==> config.mk <==
export PLATFORM = sky130hd
export DESIGN_NAME = ssi_interlock
export DESIGN_NICKNAME = d
export VERILOG_FILES = /design/src/ssi_pkg.sv /design/src/ssi_interlock.sv
export SDC_FILE = /design/constraint.sdc
export NUM_CORES = 1
export LEC_CHECK = 0
export BUFFER_PORTS_ARGS = -buffer_cell sky130_fd_sc_hd__buf_2
export CAP_MARGIN = 20
export CORE_ASPECT_RATIO = 1.75
export CORE_MARGIN = 2
export CORE_UTILIZATION = 52
export CTS_CLUSTER_SIZE = 40
export DETAILED_ROUTE_END_ITERATION = 7
export PLACE_DENSITY = 0.77
export SYNTH_ARGS = -nofsm -noshare
export SYNTH_HDL_FRONTEND = slang
export SYNTH_SLANG_ARGS = --single-unit
==> constraint.sdc <==
create_clock -name CLK_SYS_IN -period 5.6 [get_ports CLK_SYS_IN]
set_input_delay 1.12 -clock CLK_SYS_IN [delete_from_list [all_inputs] [get_ports CLK_SYS_IN]]
set_output_delay 1.12 -clock CLK_SYS_IN [all_outputs]
set_load 0.02 [all_outputs]
==> src/ssi_pkg.sv <==
package ssi_pkg;
	// register byte offsets
	localparam logic [7:0] ADDR_CTRL = 8'h00;
	localparam logic [7:0] ADDR_CMD = 8'h04;
	localparam logic [7:0] ADDR_STATUS = 8'h08;
	localparam logic [7:0] ADDR_IRQ_STAT = 8'h0C;
	localparam logic [7:0] ADDR_IRQ_MASK = 8'h10;
	localparam logic [7:0] ADDR_CHAN_PAT = 8'h14;
	localparam logic [7:0] ADDR_CASC_TX = 8'h18;
	localparam logic [7:0] ADDR_CASC_RX = 8'h1C;
	// control fields
	localparam int CTRL_SRC_LSB = 0;
	localparam int CTRL_QUAL_LSB = 2;
	localparam int CTRL_MASTER_BIT = 4;
	// command bits
	localparam int CMD_SW_START = 0;
	localparam int CMD_CLR_ABORT = 1;
	localparam int CMD_CONNECT = 2;
	localparam int CMD_STOP = 3;
	// interrupt bits
	localparam int IRQ_STARTED = 0;
	localparam int IRQ_ABORTED = 1;
	localparam int IRQ_DONE = 2;
	localparam int IRQ_CASC_RX = 3;
	localparam int IRQ_BITS = 4;
	localparam logic [31:0] CTRL_RESET = 32'h0000_0000;
	localparam logic [1:0] RESP_OKAY = 2'b00;
	localparam logic [1:0] RESP_SLVERR = 2'b10;
	// first abort phase length
	localparam int ABORT_FLASH_NS = 100000;
	localparam int CLK_PERIOD_NS = 8;
	localparam int ABORT_FLASH_CYCLES = ABORT_FLASH_NS / CLK_PERIOD_NS;

	typedef enum logic [1:0]
	{
		SRC_OFF = 2'b00,
		SRC_HW = 2'b01,
		SRC_SW = 2'b10
	} ssi_src_type;

	typedef enum logic [1:0]
	{
		QUAL_UNUSED = 2'b00,
		QUAL_HIGH = 2'b01,
		QUAL_LOW = 2'b10
	} ssi_qual_type;

	typedef enum logic [1:0]
	{
		ST_IDLE = 2'b00,
		ST_RUN = 2'b01,
		ST_ABORT_FLASH = 2'b10,
		ST_ABORT_HOLD = 2'b11
	} ssi_state_type;
endpackage

==> src/ssi_interlock.sv <==
// Behaviour
// - engaged emergency stop makes every start command ignored
// - emergency stop while running forces all channels inactive at once
// - aborted indicator set in same cycle channels forced inactive
// - first abort phase: power, sequence, frequency, zero fiber outputs on
// - after short delay only power and abort fiber outputs stay on
// - abort drops host session; reconnect only with stop released
// - high qualify mode: start allowed only while qualify input high
// - low qualify mode: start allowed only while qualify input low
// - unused qualify mode: qualify input ignored
// - with qualification enabled, no start until condition met
// - qualification is level sensitive, no edge needed
// - qualify term combines with other start conditions as extra gate
// - cascade master drives sync clock and zero, slave follows them
// - cascade commands travel on own inter-unit link, not host link
// - start source selection: off, hardware only, or software only
// - aborted indicator stays set until host clear command
`timescale 1ns/1ps
module ssi_interlock
	import ssi_pkg::*;
#(
	parameter int NUM_CHAN = 32,
	parameter int ABORT_FLASH_LEN = ABORT_FLASH_CYCLES
)
(
	input wire logic CLK_SYS_IN,
	input wire logic RST_N_IN,
	input wire logic [7:0] S_AXI_AWADDR_IN,
	input wire logic S_AXI_AWVALID_IN,
	output logic S_AXI_AWREADY_OUT,
	input wire logic [31:0] S_AXI_WDATA_IN,
	input wire logic [3:0] S_AXI_WSTRB_IN,
	input wire logic S_AXI_WVALID_IN,
	output logic S_AXI_WREADY_OUT,
	output logic [1:0] S_AXI_BRESP_OUT,
	output logic S_AXI_BVALID_OUT,
	input wire logic S_AXI_BREADY_IN,
	input wire logic [7:0] S_AXI_ARADDR_IN,
	input wire logic S_AXI_ARVALID_IN,
	output logic S_AXI_ARREADY_OUT,
	output logic [31:0] S_AXI_RDATA_OUT,
	output logic [1:0] S_AXI_RRESP_OUT,
	output logic S_AXI_RVALID_OUT,
	input wire logic S_AXI_RREADY_IN,
	input wire logic ESTOP_IN,
	input wire logic HW_START_IN,
	input wire logic QUALIFY_IN,
	input wire logic FREQ_LOCK_IN,
	input wire logic ZERO_PRESENT_IN,
	input wire logic LOCAL_SYNC_CLK_IN,
	input wire logic LOCAL_SYNC_ZERO_IN,
	input wire logic CASC_SYNC_CLK_IN,
	input wire logic CASC_SYNC_ZERO_IN,
	input wire logic [31:0] CASC_DATA_IN,
	input wire logic CASC_STB_IN,
	output logic [NUM_CHAN-1:0] CHAN_OUT,
	output logic FIB_POWER_OUT,
	output logic FIB_SEQUENCE_OUT,
	output logic FIB_FREQ_OUT,
	output logic FIB_ZERO_OUT,
	output logic FIB_ABORT_OUT,
	output logic SESSION_OUT,
	output logic CASC_SYNC_CLK_OUT,
	output logic CASC_SYNC_ZERO_OUT,
	output logic SYNC_CLK_OUT,
	output logic SYNC_ZERO_OUT,
	output logic [31:0] CASC_DATA_OUT,
	output logic CASC_STB_OUT,
	output logic IRQ_OUT
);
	localparam int CW = $clog2(ABORT_FLASH_LEN + 1);

	logic [31:0] ctrl;
	logic [NUM_CHAN-1:0] chan_pat;
	logic [IRQ_BITS-1:0] irq_stat;
	logic [IRQ_BITS-1:0] irq_mask;
	logic [31:0] casc_rx;
	ssi_state_type state;
	logic [CW-1:0] flash_cnt;
	logic aborted;
	logic hw_start_prev;
	logic wr_go;
	logic rd_go;
	logic cmd_wr;
	logic sw_start_cmd;
	logic clr_abort_cmd;
	logic connect_cmd;
	logic stop_cmd;
	logic qual_ok;
	logic src_ok;
	logic start_ok;
	logic abort_now;
	logic is_master;
	ssi_src_type src_sel;
	ssi_qual_type qual_sel;
	logic [31:0] next_rdata;
	logic [1:0] next_rresp;

	function automatic logic known_addr(input logic [7:0] a);
		known_addr = (a == ADDR_CTRL) || (a == ADDR_CMD) ||
			(a == ADDR_STATUS) || (a == ADDR_IRQ_STAT) ||
			(a == ADDR_IRQ_MASK) || (a == ADDR_CHAN_PAT) ||
			(a == ADDR_CASC_TX) || (a == ADDR_CASC_RX);
	endfunction

	function automatic logic [31:0] merge(input logic [31:0] old,
		input logic [31:0] data, input logic [3:0] strb);
		logic [31:0] r;
		r = old;
		for (int i = 0; i < 4; i++)
		begin
			if (strb[i])
				r[i*8 +: 8] = data[i*8 +: 8];
		end
		merge = r;
	endfunction

	// write and read handshakes happen the cycle after ready rises
	assign wr_go = S_AXI_AWREADY_OUT && S_AXI_AWVALID_IN &&
		S_AXI_WVALID_IN;
	assign rd_go = S_AXI_ARREADY_OUT && S_AXI_ARVALID_IN;
	assign cmd_wr = wr_go && (S_AXI_AWADDR_IN == ADDR_CMD) &&
		S_AXI_WSTRB_IN[0];
	assign sw_start_cmd = cmd_wr && S_AXI_WDATA_IN[CMD_SW_START];
	assign clr_abort_cmd = cmd_wr && S_AXI_WDATA_IN[CMD_CLR_ABORT];
	assign connect_cmd = cmd_wr && S_AXI_WDATA_IN[CMD_CONNECT];
	assign stop_cmd = cmd_wr && S_AXI_WDATA_IN[CMD_STOP];

	assign src_sel = ssi_src_type'(ctrl[CTRL_SRC_LSB +: 2]);
	assign qual_sel = ssi_qual_type'(ctrl[CTRL_QUAL_LSB +: 2]);
	assign is_master = ctrl[CTRL_MASTER_BIT];

	// qualify is a level check; an unknown code blocks start
	always_comb
	begin
		case (qual_sel)
			QUAL_HIGH: qual_ok = QUALIFY_IN;
			QUAL_LOW: qual_ok = !QUALIFY_IN;
			QUAL_UNUSED: qual_ok = 1'b1;
			default: qual_ok = 1'b0;
		endcase
	end

	always_comb
	begin
		case (src_sel)
			SRC_HW: src_ok = HW_START_IN && !hw_start_prev;
			SRC_SW: src_ok = sw_start_cmd;
			default: src_ok = 1'b0;
		endcase
	end

	assign start_ok = src_ok && !ESTOP_IN && qual_ok;
	assign abort_now = (state == ST_RUN) && ESTOP_IN;

	always_ff @(posedge CLK_SYS_IN or negedge RST_N_IN)
	begin
		if (!RST_N_IN)
			hw_start_prev <= 1'b0;
		else
			hw_start_prev <= HW_START_IN;
	end

	always_ff @(posedge CLK_SYS_IN or negedge RST_N_IN)
	begin
		if (!RST_N_IN)
		begin
			state <= ST_IDLE;
			flash_cnt <= '0;
		end
		else
		begin
			case (state)
				ST_IDLE:
				begin
					if (start_ok)
						state <= ST_RUN;
				end
				ST_RUN:
				begin
					if (ESTOP_IN)
					begin
						state <= ST_ABORT_FLASH;
						flash_cnt <= CW'(ABORT_FLASH_LEN - 1);
					end
					else if (stop_cmd)
						state <= ST_IDLE;
				end
				ST_ABORT_FLASH:
				begin
					if (flash_cnt == '0)
						state <= ST_ABORT_HOLD;
					else
						flash_cnt <= flash_cnt - 1'b1;
				end
				ST_ABORT_HOLD:
				begin
					if (clr_abort_cmd)
						state <= ST_IDLE;
				end
				default: state <= ST_IDLE;
			endcase
		end
	end

	// aborted set with the forcing edge
	always_ff @(posedge CLK_SYS_IN or negedge RST_N_IN)
	begin
		if (!RST_N_IN)
			aborted <= 1'b0;
		else if (abort_now)
			aborted <= 1'b1;
		else if (clr_abort_cmd && state == ST_ABORT_HOLD)
			aborted <= 1'b0;
	end

	// outputs driven only while running and stop released
	always_ff @(posedge CLK_SYS_IN or negedge RST_N_IN)
	begin
		if (!RST_N_IN)
			CHAN_OUT <= '0;
		else if (state == ST_RUN && !ESTOP_IN)
			CHAN_OUT <= chan_pat;
		else
			CHAN_OUT <= '0;
	end

	always_ff @(posedge CLK_SYS_IN or negedge RST_N_IN)
	begin
		if (!RST_N_IN)
		begin
			FIB_POWER_OUT <= 1'b0;
			FIB_SEQUENCE_OUT <= 1'b0;
			FIB_FREQ_OUT <= 1'b0;
			FIB_ZERO_OUT <= 1'b0;
			FIB_ABORT_OUT <= 1'b0;
		end
		else
		begin
			FIB_POWER_OUT <= 1'b1;
			// first phase all on except abort
			// phase two shows on the edge the counter expires, not one later
			if (abort_now || (state == ST_ABORT_FLASH && flash_cnt != '0))
			begin
				FIB_SEQUENCE_OUT <= 1'b1;
				FIB_FREQ_OUT <= 1'b1;
				FIB_ZERO_OUT <= 1'b1;
				FIB_ABORT_OUT <= 1'b0;
			end
			else if (state == ST_ABORT_FLASH || state == ST_ABORT_HOLD)
			begin
				FIB_SEQUENCE_OUT <= 1'b0;
				FIB_FREQ_OUT <= 1'b0;
				FIB_ZERO_OUT <= 1'b0;
				FIB_ABORT_OUT <= 1'b1;
			end
			else
			begin
				FIB_SEQUENCE_OUT <= (state == ST_RUN) ||
					(state == ST_IDLE && start_ok);
				FIB_FREQ_OUT <= FREQ_LOCK_IN;
				FIB_ZERO_OUT <= ZERO_PRESENT_IN;
				FIB_ABORT_OUT <= 1'b0;
			end
		end
	end

	// abort drops session; connect needs stop released
	always_ff @(posedge CLK_SYS_IN or negedge RST_N_IN)
	begin
		if (!RST_N_IN)
			SESSION_OUT <= 1'b0;
		else if (abort_now)
			SESSION_OUT <= 1'b0;
		else if (connect_cmd && !ESTOP_IN)
			SESSION_OUT <= 1'b1;
	end

	// master drives cascade sync, slave uses incoming lines
	always_ff @(posedge CLK_SYS_IN or negedge RST_N_IN)
	begin
		if (!RST_N_IN)
		begin
			CASC_SYNC_CLK_OUT <= 1'b0;
			CASC_SYNC_ZERO_OUT <= 1'b0;
			SYNC_CLK_OUT <= 1'b0;
			SYNC_ZERO_OUT <= 1'b0;
		end
		else
		begin
			CASC_SYNC_CLK_OUT <= is_master && LOCAL_SYNC_CLK_IN;
			CASC_SYNC_ZERO_OUT <= is_master && LOCAL_SYNC_ZERO_IN;
			SYNC_CLK_OUT <= is_master ? LOCAL_SYNC_CLK_IN :
				CASC_SYNC_CLK_IN;
			SYNC_ZERO_OUT <= is_master ? LOCAL_SYNC_ZERO_IN :
				CASC_SYNC_ZERO_IN;
		end
	end

	// inter-unit command link separate from host bus
	always_ff @(posedge CLK_SYS_IN or negedge RST_N_IN)
	begin
		if (!RST_N_IN)
		begin
			CASC_DATA_OUT <= '0;
			CASC_STB_OUT <= 1'b0;
			casc_rx <= '0;
		end
		else
		begin
			CASC_STB_OUT <= wr_go && (S_AXI_AWADDR_IN == ADDR_CASC_TX);
			if (wr_go && S_AXI_AWADDR_IN == ADDR_CASC_TX)
				CASC_DATA_OUT <= S_AXI_WDATA_IN;
			if (CASC_STB_IN)
				casc_rx <= CASC_DATA_IN;
		end
	end

	always_ff @(posedge CLK_SYS_IN or negedge RST_N_IN)
	begin
		if (!RST_N_IN)
		begin
			ctrl <= CTRL_RESET;
			chan_pat <= '0;
			irq_mask <= '0;
		end
		else if (wr_go)
		begin
			if (S_AXI_AWADDR_IN == ADDR_CTRL)
				ctrl <= merge(ctrl, S_AXI_WDATA_IN, S_AXI_WSTRB_IN);
			else if (S_AXI_AWADDR_IN == ADDR_IRQ_MASK)
				irq_mask <= S_AXI_WDATA_IN[IRQ_BITS-1:0];
			else if (S_AXI_AWADDR_IN == ADDR_CHAN_PAT)
				chan_pat <= S_AXI_WDATA_IN[NUM_CHAN-1:0];
		end
	end

	// events win over a simultaneous write-one clear
	always_ff @(posedge CLK_SYS_IN or negedge RST_N_IN)
	begin
		if (!RST_N_IN)
			irq_stat <= '0;
		else
		begin
			for (int i = 0; i < IRQ_BITS; i++)
			begin
				if (wr_go && S_AXI_AWADDR_IN == ADDR_IRQ_STAT &&
					S_AXI_WDATA_IN[i])
					irq_stat[i] <= 1'b0;
			end
			if (state == ST_IDLE && start_ok)
				irq_stat[IRQ_STARTED] <= 1'b1;
			if (abort_now)
				irq_stat[IRQ_ABORTED] <= 1'b1;
			if (state == ST_RUN && !ESTOP_IN && stop_cmd)
				irq_stat[IRQ_DONE] <= 1'b1;
			if (CASC_STB_IN)
				irq_stat[IRQ_CASC_RX] <= 1'b1;
		end
	end

	always_ff @(posedge CLK_SYS_IN or negedge RST_N_IN)
	begin
		if (!RST_N_IN)
			IRQ_OUT <= 1'b0;
		else
			IRQ_OUT <= |(irq_stat & irq_mask);
	end

	always_ff @(posedge CLK_SYS_IN or negedge RST_N_IN)
	begin
		if (!RST_N_IN)
		begin
			S_AXI_AWREADY_OUT <= 1'b0;
			S_AXI_WREADY_OUT <= 1'b0;
			S_AXI_BVALID_OUT <= 1'b0;
			S_AXI_BRESP_OUT <= RESP_OKAY;
		end
		else
		begin
			S_AXI_AWREADY_OUT <= S_AXI_AWVALID_IN && S_AXI_WVALID_IN &&
				!S_AXI_AWREADY_OUT && !S_AXI_BVALID_OUT;
			S_AXI_WREADY_OUT <= S_AXI_AWVALID_IN && S_AXI_WVALID_IN &&
				!S_AXI_AWREADY_OUT && !S_AXI_BVALID_OUT;
			if (wr_go)
			begin
				S_AXI_BVALID_OUT <= 1'b1;
				S_AXI_BRESP_OUT <= known_addr(S_AXI_AWADDR_IN) ?
					RESP_OKAY : RESP_SLVERR;
			end
			else if (S_AXI_BREADY_IN)
				S_AXI_BVALID_OUT <= 1'b0;
		end
	end

	always_comb
	begin
		next_rdata = '0;
		next_rresp = RESP_OKAY;
		if (S_AXI_ARADDR_IN == ADDR_CTRL)
			next_rdata = ctrl;
		else if (S_AXI_ARADDR_IN == ADDR_STATUS)
			next_rdata = {23'h00_0000, SESSION_OUT, qual_ok, ESTOP_IN,
				aborted, state, src_sel, 1'b0};
		else if (S_AXI_ARADDR_IN == ADDR_IRQ_STAT)
			next_rdata[IRQ_BITS-1:0] = irq_stat;
		else if (S_AXI_ARADDR_IN == ADDR_IRQ_MASK)
			next_rdata[IRQ_BITS-1:0] = irq_mask;
		else if (S_AXI_ARADDR_IN == ADDR_CHAN_PAT)
			next_rdata[NUM_CHAN-1:0] = chan_pat;
		else if (S_AXI_ARADDR_IN == ADDR_CASC_TX)
			next_rdata = CASC_DATA_OUT;
		else if (S_AXI_ARADDR_IN == ADDR_CASC_RX)
			next_rdata = casc_rx;
		else if (S_AXI_ARADDR_IN != ADDR_CMD)
			next_rresp = RESP_SLVERR;
	end

	always_ff @(posedge CLK_SYS_IN or negedge RST_N_IN)
	begin
		if (!RST_N_IN)
		begin
			S_AXI_ARREADY_OUT <= 1'b0;
			S_AXI_RVALID_OUT <= 1'b0;
			S_AXI_RDATA_OUT <= '0;
			S_AXI_RRESP_OUT <= RESP_OKAY;
		end
		else
		begin
			S_AXI_ARREADY_OUT <= S_AXI_ARVALID_IN && !S_AXI_ARREADY_OUT &&
				!S_AXI_RVALID_OUT;
			if (rd_go)
			begin
				S_AXI_RVALID_OUT <= 1'b1;
				S_AXI_RDATA_OUT <= next_rdata;
				S_AXI_RRESP_OUT <= next_rresp;
			end
			else if (S_AXI_RREADY_IN)
				S_AXI_RVALID_OUT <= 1'b0;
		end
	end
endmodule

Word-level counts from Yosys, hierarchy flattened:

Index checks and enable logic that the tools add are counted.

* register bits after elaboration: 238
* output and inout port bits: 117
* word-level logic and storage cells: 196

* bitwise gates (word level): 3
* reductions and logical operators: 73
* add/subtract/negate cells: 1
* muxes and demuxes: 56
* eq/ne operators: 27

Operators with widths (count)
* 2-to-1 mux 32 bit: 6
* == test 8 x 5 -> 1 bit, second input constant: 8
* 2-to-1 mux 28 bit: 2
* == test 8 x 4 -> 1 bit, second input constant: 4
* logical AND 1 bit: 32
* 2-to-1 mux 14 bit: 2
* 2-to-1 mux 2 bit: 14
* case mux 14 bit (2 select lines): 1
* 2-to-1 mux 1 bit: 26
* AND reduction 3 bit: 6
* nonzero test 2 bit: 9
* zero test 8 bit: 2
* zero test 14 bit: 1
* nonzero test 14 bit: 1
* subtractor 14 x 1 -> 14 bit, second input constant: 1
* logical OR 1 bit: 10
* inequality test 2 bit, second input constant: 5
* == test 2 bit, second input constant: 4
* == test 8 x 3 -> 1 bit, second input constant: 1
* 2-to-1 mux 4 bit: 2
* inequality test 8 x 3 -> 1 bit, second input constant: 1
* case mux 2 bit (4 select lines): 1
* AND reduction 4 bit: 2
* zero test 1 bit: 7
* 8 further kinds: 12

Depth between registers and ports, before layout:

* word-level depth: 12
* gate-level depth with buffers: 8

Worst setup path after synthesis:

No wires, ideal clock.

* path kind: in2reg
* start: input S_AXI_AWADDR_IN[7]
* end: register chan_pat[11]
* setup slack: 2.999 ns
* path buffers: 1
* data arrival time: 2.476 ns
* library setup time: 0.125 ns
* required time: 5.475 ns
* stages on the path: 5
* path through: or2_2 -> nor4_4 -> nand3_1 -> buf_1 -> mux2_2

* longest elaborated chain between the ends: 3
* elaborated cells between the ends (all ways): 6

RTL lines
* start: declaration: RTL line ssi_interlock.sv:28 `input wire logic [7:0] S_AXI_AWADDR_IN,`
* == test 8 x 5 -> 1 bit or zero test 8 bit (tied branches): RTL line ssi_interlock.sv:331, ssi_interlock.sv:329
* inverter 1 bit (no line)
* AND reduction 4 bit (no line) *
* end signal: assignment: RTL line ssi_interlock.sv:334 `chan_pat <= S_AXI_WDATA_IN[NUM_CHAN-1:0];`
* end: declaration: RTL line ssi_interlock.sv:74 `logic [NUM_CHAN-1:0] chan_pat;`

Mark *: on every way between the ends. The rest lies on a longest branch, timed or not.
A chain may end at the register's enable or synchronous reset.

Worst setup path in the final report:

* start: input S_AXI_AWADDR_IN[7]
* end: register CASC_DATA_OUT[28]

* longest elaborated chain between the ends: 2

RTL lines
* == test 8 x 5 -> 1 bit: RTL line ssi_interlock.sv:312 `if (wr_go && S_AXI_AWADDR_IN == ADDR_CASC_TX)`
* logical AND 1 bit: RTL line ssi_interlock.sv:312
* end signal: assignment: RTL line ssi_interlock.sv:305 `CASC_DATA_OUT <= '0;`
* end signal: assignment: RTL line ssi_interlock.sv:313 `CASC_DATA_OUT <= S_AXI_WDATA_IN;`
* end: declaration: RTL line ssi_interlock.sv:67 `output logic [31:0] CASC_DATA_OUT,`

No other way between the ends.

==> results.cfg <==
[critical_path]
crit_path_max_fanout = 17
cp.required_ns = 5.99
reg2reg_slack_ns = 2.82
worstRegToRegCells = 6
timing.rr.start = S_AXI_WREADY_OUT$_DFF_PN0_
setup.worst_path.class = in2reg
critical_path_arrival_ns = 3.53
critPathLaunchType = input pin
r2r_end = CASC_DATA_OUT[28]$_DFFE_PN0P_
end_kind = flip-flop

[min_path]
min_from = S_AXI_BVALID_OUT$_DFFE_PN0P_
hold_depth = 1
hold_path.class = reg2reg
holdPathEnd = S_AXI_WREADY_OUT$_DFF_PN0_

[global_route]
antenna_found_initial = 2
grt.total_usage_pct = 25.9
grt_pass1_vias = 7732
overflow = 0
grt_max_degree = 134
grt_pass1_wl_um = 41400

[timing]
finalCriticalPeriod_ns = 3.13
whs_ns = 0.477
fin_setup_tns_ns = 0
fmaxAchievable_mhz = 319
maxSlewViolCount = 0
fin_skew_ns = 0.0162
hold_viol = 0
setup_violations = 0
worst_slew_pin_slew_ns = 1.08
slew_headroom_pct = 27.2
rsz0062_at_grt = false
fin_crit_sh_pct = 56.0

[yosys]
yosysTopAreaCell = dfrtp_1
netlist_instances = 882
syn_area_um2 = 10200
ys_seq_elements = 236
synth_flop_cell = dfrtp_1
synth.area.top_cells = dfrtp_1 58%, mux2_2 14%, nand2_1 5.2%, and2_1 2.3%, o21ai_0 2.2%
synth_edf_count = 0
synth_seq_area_share_pct = 57.9
postSynth.asyncResetShare_pct = 100
syn_avg_cell_area_um2 = 11.6
synthDistinctLibCells = 58
yosysTopAreaCellShare_pct = 57.9
ys_warn_count = 0

[final_layout]
drive_above_1_share_pct = 36.8
final_nets = 1186
syn2layout_area_growth_pct = 19.5
layout_commonest_cell = dfrtp_1
fin_area_um2 = 12200
layout_common_cells = 236 x dfrtp_1, 214 x buf_2, 141 x nand2_1

[routing]
wl_per_cell_um = 19.8
route.vias.total = 7645
vias_per_cell = 5.72
wirelength_um = 26400
drt_iter0_drc = 436
first_pass_iters = 5
drc = 0
final_antenna_net_count = 0

[floorplan]
start_util_pct = 53.1
die_w_um = 110
dieArea_um2 = 20800
die_h_um = 189
floorplan.rows = 67
core_area_um2 = 19200
ios = 218

[outcome]
run_status = finished, final reports clean

[power]
vdd_ir_drop_max_mv = 0.243
p_leak_nw = 6.19
p_per_area_nw_per_um2 = 302
power_mw = 3.67

[cts]
cts-root-buf = clkbuf_16
post-cts-setup-buffer-count = 0
clk_latency_ns = 0.51
h-tree-depth = 1
postCtsHoldBufs = 0
cts_resized = 0
cts_buffers = 22
cts_buffer_depth = 3
cts.sinks = 236
cts_tree = built
path_clk_slew_ns = 0.06

[placed_design]
gp_congestion = 0.858
io_buffers = 215
dp_hpwl_um = 18300
placed_cell_area_um2 = 11500

[run]
cap_violations = 0
per-stage QoR:
| stage | setup slack [ns] | utilization (%) | cells |
|---|---|---|---|
| 6_report | 2.47 | 63.4 | 1336 |
| 5_1_grt | 2.40 | 63.4 | 1334 |
| 4_1_cts | 2.37 | 63.2 | 1332 |
| 3_5_place_dp | 1.82 | 59.8 | 1298 |
| 3_3_place_gp | 1.99 | 59.8 | 1298 |
| 2_1_floorplan | 3.00 | - | 883 |
layer usage:
layer / wire length (µm) / GRT usage [%] / part of all wire [%]
met1: 9500 / 30.5 / 36
met2: 14200 / 45.7 / 54
met3: 1590 / 4.20 / 6.0
met4: 1110 / 11.0 / 4.2
met5: 13 / 0 / 0.049
Yosys cell counts, types with 3 or more instances:
| cell | count |
|---|---|
| dfrtp_1 | 236 |
| nand2_1 | 142 |
| mux2_2 | 127 |
| o21ai_0 | 45 |
| nor2_1 | 43 |
| a21oi_1 | 37 |
| and2_1 | 37 |
| clkbuf_1 | 29 |
| a32oi_1 | 23 |
| mux2i_1 | 15 |
| nand3_1 | 15 |
| buf_2 | 12 |
| inv_1 | 12 |
| nor3_1 | 9 |
| or3_1 | 7 |
| buf_4 | 6 |
| nor4_1 | 6 |
| o2bb2ai_1 | 6 |
| xor2_1 | 6 |
| a221o_1 | 5 |
| nand2b_1 | 4 |
| a21o_1 | 3 |
| buf_1 | 3 |
| ha_1 | 3 |
| mux4_2 | 3 |
| nor2b_1 | 3 |
| nor3b_1 | 3 |
| or2_2 | 3 |
| or4_1 | 3 |
how the worst max path moves through the flow:
stage                             startpoint                              end  slack, ns  depth (start not counted)
after floorplan           S_AXI_AWADDR_IN[7]         chan_pat[11]$_DFFE_PN0P_       3.00                          5
after global placement    S_AXI_ARADDR_IN[3]  S_AXI_RDATA_OUT[14]$_DFFE_PN0P_       1.99                          5
after detailed placement  S_AXI_ARADDR_IN[3]  S_AXI_RDATA_OUT[13]$_DFFE_PN0P_       1.82                          5
after CTS                 S_AXI_ARADDR_IN[3]  S_AXI_RDATA_OUT[13]$_DFFE_PN0P_       2.37                          5
after global routing      S_AXI_AWADDR_IN[7]    CASC_DATA_OUT[28]$_DFFE_PN0P_       2.40                          7
final                     S_AXI_AWADDR_IN[7]    CASC_DATA_OUT[28]$_DFFE_PN0P_       2.47                          7
power by group:
part	internal [mW]	leakage, nW	total [mW]	switching, mW
logic	0.150	2.72	0.371	0.221
clock network	0.808	0.332	1.43	0.618
registers	1.79	3.14	1.88	0.0859
total	2.75	6.19	3.67	0.925
kinds of logic (layout without fill, tap and decap cells):
kind of cell,after synthesis,count (layout),share of synthesized area [%]
and+or+nand+nor,291,291,13.7
DFF,236,236,57.9
muxes,145,145,16.2
AOI/OAI and AO/OA,137,137,8.59
buffers and inverters,62,271,2.65
xor gates and xnor gates,6,6,0.516
adders and majority gates,3,3,0.368
other,2,6,0.0737
critical path, stage by stage:
cell and delay, ns:
buf_2 0.09, or2_2 0.34, nor4_4 0.38, nand4b_1 0.87, buf_4 0.55, nand2_1 0.10, nand2_1 0.06
layout make-up:
cell class	count	area, µm²
clock inverter	2	10.0
clock buffer	32	659
inverter	12	45.0
timing repair buffer	225	1190
tap	241	302
antenna	3	7.51
fill	1536	7020
sequential	236	5910
multi-input combinational	585	4050
state kept, by name, indices dropped and copies added (netlist names), 14 cells and up, named ones only:
name,flops
casc_rx,32
CHAN_OUT,32
chan_pat,32
S_AXI_RDATA_OUT,32
CASC_DATA_OUT,32
ctrl,32
flash_cnt,14
Power figures use the tool's default switching activity.
